[src/inc/charge_ctrl_map.vh]
// Constants for the cell charge supervisory logic
`ifndef CHARGE_CTRL_MAP_VH
`define CHARGE_CTRL_MAP_VH

// Timebase
`define CLK_MHZ          250
`define TICK_US          1000
`define TICK_CYCLES      (`TICK_US * `CLK_MHZ)
`define DEBOUNCE_MS      32
`define TEST_WIDTH_MS    256
`define TEST_PERIOD_S    64
`define TEST_PERIOD_MS   (`TEST_PERIOD_S * 1000)

// Charge states
`define ST_IDLE          2'h0
`define ST_PRECHARGE     2'h1
`define ST_FULL          2'h2
`define ST_TRICKLE       2'h3

// Charge drive codes
`define DRV_OFF          2'h0
`define DRV_PRECHARGE    2'h1
`define DRV_FULL         2'h2
`define DRV_CLAMP        2'h3

// Register port
`define ADDR_STATUS      2'h0
`define ADDR_CONTROL     2'h1
`define CTRL_RESET       8'h01
`define CTRL_TEST_EN     0
`define STAT_STATE_LO    0
`define STAT_CHARGER     2
`define STAT_HIB         3
`define STAT_TEST        4
`define STAT_LOAD        5
`define STAT_INHIBIT     6

`endif

[src/ms_timebase.v]
// Divider giving a one-cycle tick every millisecond
`timescale 1ns/1ps
module ms_timebase #(
  parameter TICK_CYCLES = 250000
) (
  // Clock and reset
  input  wire i_sys_clk,
  input  wire i_sys_rst,
  // Tick
  output reg  o_tick
);
  reg [31:0] count;

  always @(posedge i_sys_clk) begin
    if (i_sys_rst) begin
      count  <= 32'h0;
      o_tick <= 1'b0;
    end else if (count >= TICK_CYCLES - 1) begin
      count  <= 32'h0;
      o_tick <= 1'b1;
    end else begin
      count  <= count + 32'h1;
      o_tick <= 1'b0;
    end
  end
endmodule // ms_timebase

[src/level_debounce.v]
// Level debouncer: output follows input only after it has held for COUNT ticks
`timescale 1ns/1ps
module level_debounce #(
  parameter COUNT = 32
) (
  // Clock and reset
  input  wire i_sys_clk,
  input  wire i_sys_rst,
  input  wire i_clear,
  input  wire i_tick,
  // Level
  input  wire i_level,
  output reg  o_level
);
  reg [15:0] held;

  always @(posedge i_sys_clk) begin
    if (i_sys_rst || i_clear) begin
      held    <= 16'h0;
      o_level <= 1'b0;
    end else if (i_level == o_level) begin
      held <= 16'h0;
    end else if (i_tick) begin
      if (held >= COUNT - 1) begin
        held    <= 16'h0;
        o_level <= i_level;
      end else begin
        held <= held + 16'h1;
      end
    end
  end
endmodule // level_debounce

[src/li_ion_charge_control_logic.v]
// Supervisory logic of a single-cell charge and protection controller
//
// Contract
// Inhibit high switches charge drive off
// Inhibit falling edge resets charge state machine
// Chemistry input selects low or high termination
// Hibernate request held 32 ms latches load open
// Hibernate exit low pulse clears latch
// Charger detection only with battery present low
// Qualified charger starts charging, sets detect output
// Detect output low while charger seen, else released
// Phase flag low full-rate, released trickle
// Phase flag released while charging inhibited
// Phone power allowed: above phone-on, charger, battery
// Modes precharge, full-rate, trickle from thresholds
// Full-rate saturates pass, trickle clamps termination
// Excess dissipation reduces drive further
// Test pulses 256 ms every 64 s
// Test pulse requests full current, clamped
// Load switch opens on overload or undervoltage
// Charger connect and disconnect debounced 32 ms
// Pulses only above phone-on, re-evaluate at end
// Counters from one timebase, cleared on reset
//
// The implementer's own choices: the address map and the strobed register port.
`timescale 1ns/1ps
`include "charge_ctrl_map.vh"
module li_ion_charge_control_logic #(
  parameter TICK_CYCLES    = `TICK_CYCLES,
  parameter DEBOUNCE_MS    = `DEBOUNCE_MS,
  parameter TEST_WIDTH_MS  = `TEST_WIDTH_MS,
  parameter TEST_PERIOD_MS = `TEST_PERIOD_MS
) (
  // Clock and reset
  input  wire       i_sys_clk,
  input  wire       i_sys_rst,
  // Phone control pins
  input  wire       i_charge_inhibit,
  input  wire       i_chemistry_select,
  input  wire       i_hibernate_request,
  input  wire       i_hibernate_exit_n,
  input  wire       i_battery_present_n,
  // Analog comparator results
  input  wire       i_charger_sense,
  input  wire       i_cell_above_precharge,
  input  wire       i_cell_above_phone_on,
  input  wire       i_cell_above_charge_low,
  input  wire       i_cell_at_term_low,
  input  wire       i_cell_at_term_high,
  input  wire       i_excess_power,
  input  wire       i_pass_unsat,
  input  wire       i_load_overload,
  // Charge drive to the analog loops and the load switch
  output reg  [1:0] o_charge_drive,
  output reg        o_drive_reduce,
  output reg        o_term_high_level,
  output reg        o_test_pulse,
  output reg        o_load_switch_on,
  // Status pins to the phone
  output reg        o_charger_seen_out,
  output reg        o_charger_seen_out_oe,
  output reg        o_charge_phase_flag,
  output reg        o_charge_phase_flag_oe,
  output reg        o_phone_power_allow,
  // Register port
  input  wire [1:0] i_addr,
  input  wire [7:0] i_wr_data,
  input  wire       i_wr,
  input  wire       i_rd,
  output reg  [7:0] o_rd_data
);
  ////////////////////////////////////////////////////////////////////////////
  // Timebase and debouncers
  wire       tick;
  wire       charger_db;
  wire       hib_db;
  reg        inhibit_q;
  reg  [1:0] state;
  reg  [1:0] next_state;
  reg  [7:0] control;
  reg        hib_latch;
  reg  [15:0] period_cnt;
  wire       sm_reset;
  wire       charger_seen;
  wire       charging;
  wire       test_active;
  wire       test_end;
  wire       at_term;
  wire       inhibit_fall;
  wire       load_fault;
  wire       test_allowed;
  wire       supply_ok;
  wire       charge_full;
  wire       ctrl_write;
  reg  [7:0] status_word;

  // Inhibit release restarts from idle, so does a lost charger
  assign inhibit_fall = inhibit_q && !i_charge_inhibit;
  assign sm_reset     = inhibit_fall || !charger_seen;

  // One millisecond tick drives every slow counter
  ms_timebase #(
    .TICK_CYCLES (TICK_CYCLES)
  ) u_timebase (
    .i_sys_clk (i_sys_clk),
    .i_sys_rst (i_sys_rst),
    .o_tick    (tick)
  );

  // An absent battery holds the charger debouncer cleared
  level_debounce #(
    .COUNT (DEBOUNCE_MS)
  ) u_charger_db (
    .i_sys_clk (i_sys_clk),
    .i_sys_rst (i_sys_rst),
    .i_clear   (i_battery_present_n),
    .i_tick    (tick),
    .i_level   (i_charger_sense),
    .o_level   (charger_db)
  );

  level_debounce #(
    .COUNT (DEBOUNCE_MS)
  ) u_hib_db (
    .i_sys_clk (i_sys_clk),
    .i_sys_rst (i_sys_rst),
    .i_clear   (1'b0),
    .i_tick    (tick),
    .i_level   (i_hibernate_request),
    .o_level   (hib_db)
  );

  assign charger_seen = charger_db && !i_battery_present_n;
  assign at_term      = i_chemistry_select ? i_cell_at_term_high : i_cell_at_term_low;
  assign charging     = (state == `ST_FULL) || (state == `ST_TRICKLE);
  assign load_fault   = i_load_overload || !i_cell_above_charge_low;
  assign supply_ok    = !i_pass_unsat && !at_term;
  assign charge_full  = (state == `ST_FULL) && !i_charge_inhibit;
  assign ctrl_write   = i_wr && (i_addr == `ADDR_CONTROL);

  ////////////////////////////////////////////////////////////////////////////
  // Test pulse counter
  // Pulses only while charging above the phone-on level and enabled by software
  assign test_allowed = charging && i_cell_above_phone_on && control[`CTRL_TEST_EN];
  assign test_active  = test_allowed && (period_cnt < TEST_WIDTH_MS);
  assign test_end    = o_test_pulse && !test_active;

  always @(posedge i_sys_clk) begin
    if (i_sys_rst || sm_reset || !charging) begin
      period_cnt <= 16'h0;
    end else if (tick) begin
      if (period_cnt >= TEST_PERIOD_MS - 1) begin
        period_cnt <= 16'h0;
      end else begin
        period_cnt <= period_cnt + 16'h1;
      end
    end
  end

  ////////////////////////////////////////////////////////////////////////////
  // Charge mode state machine
  always @* begin
    next_state = state;
    case (state)
      `ST_IDLE: begin
        if (charger_seen && !i_charge_inhibit) begin
          next_state = i_cell_above_precharge ? `ST_FULL : `ST_PRECHARGE;
        end
      end
      `ST_PRECHARGE: begin
        if (i_cell_above_precharge) begin
          next_state = `ST_FULL;
        end
      end
      `ST_FULL: begin
        if (at_term && !o_test_pulse) begin
          next_state = `ST_TRICKLE;
        end
      end
      `ST_TRICKLE: begin
        if (test_end && supply_ok) begin
          next_state = `ST_FULL;
        end
      end
      default: begin
        next_state = `ST_IDLE;
      end
    endcase
  end

  always @(posedge i_sys_clk) begin
    if (i_sys_rst) begin
      state     <= `ST_IDLE;
      inhibit_q <= 1'b0;
    end else begin
      inhibit_q <= i_charge_inhibit;
      if (sm_reset || i_charge_inhibit) begin
        state <= `ST_IDLE;
      end else begin
        state <= next_state;
      end
    end
  end

  ////////////////////////////////////////////////////////////////////////////
  // Hibernate latch, set wins over clear
  always @(posedge i_sys_clk) begin
    if (i_sys_rst) begin
      hib_latch <= 1'b0;
    end else if (hib_db) begin
      // A debounced request that still stands beats an exit pulse
      hib_latch <= 1'b1;
    end else if (!i_hibernate_exit_n) begin
      hib_latch <= 1'b0;
    end
  end

  ////////////////////////////////////////////////////////////////////////////
  // Charge drive to the analog loops
  always @(posedge i_sys_clk) begin
    if (i_sys_rst) begin
      o_charge_drive    <= `DRV_OFF;
      o_drive_reduce    <= 1'b0;
      o_term_high_level <= 1'b0;
      o_test_pulse      <= 1'b0;
    end else begin
      o_term_high_level <= i_chemistry_select;
      o_test_pulse      <= test_active && !i_charge_inhibit;
      if (i_charge_inhibit) begin
        o_charge_drive <= `DRV_OFF;
      end else if (test_active) begin
        o_charge_drive <= `DRV_FULL;
      end else begin
        case (state)
          `ST_PRECHARGE: o_charge_drive <= `DRV_PRECHARGE;
          `ST_FULL:      o_charge_drive <= `DRV_FULL;
          `ST_TRICKLE:   o_charge_drive <= `DRV_CLAMP;
          default:       o_charge_drive <= `DRV_OFF;
        endcase
      end
      // Power limit stays off during a test pulse so the supply can show full current
      o_drive_reduce <= i_excess_power && charging && !test_active && !i_charge_inhibit;
    end
  end

  ////////////////////////////////////////////////////////////////////////////
  // Load switch
  always @(posedge i_sys_clk) begin
    if (i_sys_rst) begin
      o_load_switch_on <= 1'b0;
    end else begin
      // The debounced request opens the switch on the same edge that the latch catches it
      o_load_switch_on <= !load_fault && !hib_latch && !hib_db;
    end
  end

  ////////////////////////////////////////////////////////////////////////////
  // Status pins to the phone
  always @(posedge i_sys_clk) begin
    if (i_sys_rst) begin
      o_charger_seen_out     <= 1'b0;
      o_charger_seen_out_oe  <= 1'b0;
      o_charge_phase_flag    <= 1'b0;
      o_charge_phase_flag_oe <= 1'b0;
      o_phone_power_allow    <= 1'b0;
    end else begin
      o_charger_seen_out     <= 1'b0;
      o_charger_seen_out_oe  <= charger_seen;
      o_charge_phase_flag    <= 1'b0;
      o_charge_phase_flag_oe <= charge_full;
      o_phone_power_allow    <= i_cell_above_phone_on && charger_seen && !i_battery_present_n;
    end
  end

  ////////////////////////////////////////////////////////////////////////////
  // Status word for the register port
  always @* begin
    status_word                      = 8'h00;
    status_word[`STAT_STATE_LO +: 2] = state;
    status_word[`STAT_CHARGER]       = charger_seen;
    status_word[`STAT_HIB]           = hib_latch;
    status_word[`STAT_TEST]          = o_test_pulse;
    status_word[`STAT_LOAD]          = o_load_switch_on;
    status_word[`STAT_INHIBIT]       = i_charge_inhibit;
  end

  ////////////////////////////////////////////////////////////////////////////
  // Register port
  always @(posedge i_sys_clk) begin
    if (i_sys_rst) begin
      control   <= `CTRL_RESET;
      o_rd_data <= 8'h00;
    end else begin
      if (ctrl_write) begin
        control <= {7'h00, i_wr_data[`CTRL_TEST_EN]};
      end
      // Idle cycles and unmapped reads return zero
      o_rd_data <= 8'h00;
      if (i_rd) begin
        case (i_addr)
          `ADDR_STATUS:  o_rd_data <= status_word;
          `ADDR_CONTROL: o_rd_data <= control;
          default:       o_rd_data <= 8'h00;
        endcase
      end
    end
  end
endmodule // li_ion_charge_control_logic

[config.mk]
export PLATFORM = sky130hd
export DESIGN_NAME = li_ion_charge_control_logic
export DESIGN_NICKNAME = d
export VERILOG_FILES = /design/src/ms_timebase.v /design/src/level_debounce.v /design/src/li_ion_charge_control_logic.v
export VERILOG_INCLUDE_DIRS = /design/src /design/src/inc
export SDC_FILE = /design/constraint.sdc
export NUM_CORES = 1
export LEC_CHECK = 0
export ABC_AREA = 1
export BUFFER_PORTS_ARGS = -buffer_cell sky130_fd_sc_hd__buf_4
export CORE_MARGIN = 1.5
export CORE_UTILIZATION = 60
export CTS_CLUSTER_SIZE = 14
export DETAILED_ROUTE_END_ITERATION = 10
export GPL_ROUTABILITY_DRIVEN = 0
export GPL_TIMING_DRIVEN = 0
export PLACE_DENSITY = 0.81
export SLEW_MARGIN = 10
export SYNTH_ARGS = -nofsm -noshare
export SYNTH_HDL_FRONTEND = slang
export SYNTH_HIERARCHICAL = 1
export SYNTH_SLANG_ARGS = --single-unit
[constraint.sdc]
create_clock -name i_sys_clk -period 3.94 [get_ports i_sys_clk]
set_input_delay 0.591 -clock i_sys_clk [delete_from_list [all_inputs] [get_ports i_sys_clk]]
set_output_delay 0.591 -clock i_sys_clk [all_outputs]
set_load 0.01 [all_outputs]
==> impl_metrics.py <==
metrics = {
    "worst_setup_path": {
        "required_ps": 4190,
        "crit_path_end_kind": "flip-flop",
        "crit_arrival_ps": 1860,
        "critPathMaxFanout": 10,
        "cp-start-kind": "flip-flop",
        "criticalPathCategory": "reg -> reg",
    },
    "timing": {
        "finalHoldViolations": 0,
        "finalSetupTns_ps": 0,
        "min_period_over_period_pct": 41.0,
        "setup_viol_count_final": 0,
        "slew_violations": 0,
        "rsz0062_at_grt": "no",
        "fmax_mhz": 619,
        "min_period_ps": 1620,
        "layout_setup_ws_ps": 2320,
        "whs_ps": 416,
        "finalClockSkew_ps": 17.1,
    },
    "drt": {
        "wl_mm": 7.72,
        "ant_nets": 0,
        "drc_errors": 0,
        "drtPass1Iterations": 6,
        "viasPerCell": 4.86,
        "post_drt_wl_per_cell_um": 10.5,
        "drt_iter0_markers": 225,
        "vias": 3568,
    },
    "clock_network": {
        "ctsHoldBuffers": 0,
        "clock_latency_ps": 360,
        "cts_made_buffers": 9,
        "clock_sinks": 104,
        "cts_setup_buffers": 0,
        "clockBufferDepth": 2,
        "htreeDepth": 3,
        "cts_tree": "built",
        "clockRootBuffer": "clkbuf_8",
        "post_cts_resized": 0,
        "path_clk_slew_ps": 90,
    },
    "pwr": {
        "pwr-share-clk_pct": 37.5,
        "p_seq_share_pct": 58.8,
        "power_density_nw_per_um2": 363,
        "ir_drop_v": 0.000204,
        "intPower_mw": 1.41,
        "swShare_pct": 22.3,
        "p_comb_share_pct": 3.7,
        "p_switching_mw": 0.405,
        "leakagePower_nw": 2.04,
    },
    "floorplanning": {
        "fp-row-count": 30,
        "start_util_pct": 62.9,
        "die_x_um": 88.1,
        "pin_count": 47,
        "die_area_um2": 7760,
        "coreArea_um2": 6910,
        "die_h_um": 88.1,
    },
    "finish": {
        "nets": 665,
        "antenna_cells": 0,
        "nFillCells": 595,
        "fin_area_um2": 5010,
        "drive_gt1_share_pct": 17.7,
        "area_growth_pct": 15.3,
    },
    "synthesis": {
        "ys_types": 33,
        "ys_ff_latch": 104,
        "ys_seq_area_share_pct": 47.9,
        "synth_area_leader_cell": "dfxtp_1",
        "yosysTopAreaCellShare_pct": 47.9,
        "synth_edf_count": 0,
        "synth_area_leaders": "dfxtp_1 (48%), nand2_1 (11%), nor2_1 (9.6%)",
        "synth_flop_cell": "dfxtp_1",
        "syn_area_um2": 4340,
        "yosysWarningCount": 6,
        "synth_cells": 570,
        "async_reset_ff_share_pct": 0,
        "syn_avg_cell_area_um2": 7.62,
    },
    "job": {
        "drv_cap": 0,
    },
    "grt": {
        "antenna_found_initial": 0,
        "grt_pass1_vias": 3220,
        "grt_pass1_wl_mm": 13.2,
        "grt_use_total_pct": 21.3,
        "grt_overflow": 0,
        "grt_start_max_net_pins": 19,
    },
    "hold_path": {
        "hold_path_class": "in -> reg",
    },
    "status": {
        "status": "finished, final reports clean",
    },
    "place": {
        "dp_hpwl_mm": 5.61,
        "pre_cts_slack_ps": 2230,
        "place_area_um2": 4790,
        "io_buffers": 36,
    },
}
-- logic make-up after synthesis --
group                      count (synthesis)  share of synthesized area [%]
buffers and inverters                     70                           7.23
other                                      2                          0.173
muxes                                      2                          0.461
and+or+nand+nor                          341                           35.3
DFF                                      104                           47.9
AOI/OAI and AO/OA                         28                           3.89
xor gates and xnor gates                  19                           3.83
adders and majority gates                  4                           1.15
-- layer usage --
metal / track usage, % / vias to the layer above / part of all wire, %
li1: - / 1878 / -
met1: 25.7 / 1577 / 45
met2: 36.6 / 93 / 49
met3: 4.15 / 20 / 4.0
met4: 10.1 / 0 / 2.2
met5: 0 / - / 0
-- layout make-up --
cell class,instances,area [um2],area share [%]
clock buffer,10,138,2.75
clock inverter,6,75.1,1.50
inverter,59,221,4.42
timing repair buffer,36,270,5.40
sequential,104,2080,41.6
multi-input combinational,412,2010,40.1
tap,96,120,2.40
buffer,11,92.6,1.85
-- power by group through the flow --
stage	clock network [mW]	logic, mW	registers [mW]
final	0.681	0.0679	1.07
after CTS	0.696	0.0677	1.07
after global routing	0.744	0.0754	1.07
after floorplan	0	0.0385	1.09
after global placement	0	0.0653	1.09
after detailed placement	0	0.0671	1.09
-- worst paths after layout --
kind | from | to | slack [ps] | depth (start not counted)
worst max register to register | period_cnt[0] | period_cnt[8] | 2320 | 9
worst max-delay path | period_cnt[0] | period_cnt[8] | 2320 | 9
worst min register to register | u_charger_db/held[10] | u_charger_db/held[10] | 450 | 2
worst min-delay path | i_battery_present_n | o_rd_data[2] | 420 | 2
-- worst max-delay path, cell delays in order (launching register included) --
cell and delay (ps):
dfxtp_1 400, ha_1 210, nand2_1 90, nor2_1 180, nand3_1 100, nand2_1 60, nand2_1 90, nand2_2 140
buf_6 180, nor2_1 60
-- cell usage after synthesis, drive strengths merged, types with 4 or more instances --
cell and n:
a21oi 10, xnor2 6, buf 11, nand4 10, o22ai 5, nor2 143
inv 59, ha 4, nand3 26, or2 4, dfxtp 104, o21ai 9
xor2 13, nand2 140, nor3 15
-- sequential cells by signal, summed over array words and instances (netlist names), 2 cells and up --
signal	cells
state	2
o_rd_data	7
period_cnt	16
u_hib_db/held	16
u_charger_db/held	16
u_timebase/count	32
o_charge_drive	2
-- per-stage QoR --
stage,power [mW],utilization [%],std cells
2_1_floorplan,1.13,-,586
3_3_place_gp,1.16,69.4,718
3_5_place_dp,1.16,69.4,718
4_1_cts,1.83,72.5,734
5_1_grt,1.89,72.5,734
6_report,1.82,72.5,734
-- placed cells by master, fill, tap and decap left out, types with 13 or more instances in the layout --
cell type and n:
buf_4 41, conb_1 18, dfxtp_1 104, inv_1 55, nand2_1 131, nand3_1 22
nor2_1 111, nor2_2 30, nor3_1 15, xor2_1 13
Note: power is estimated with default switching activity, not from simulation.
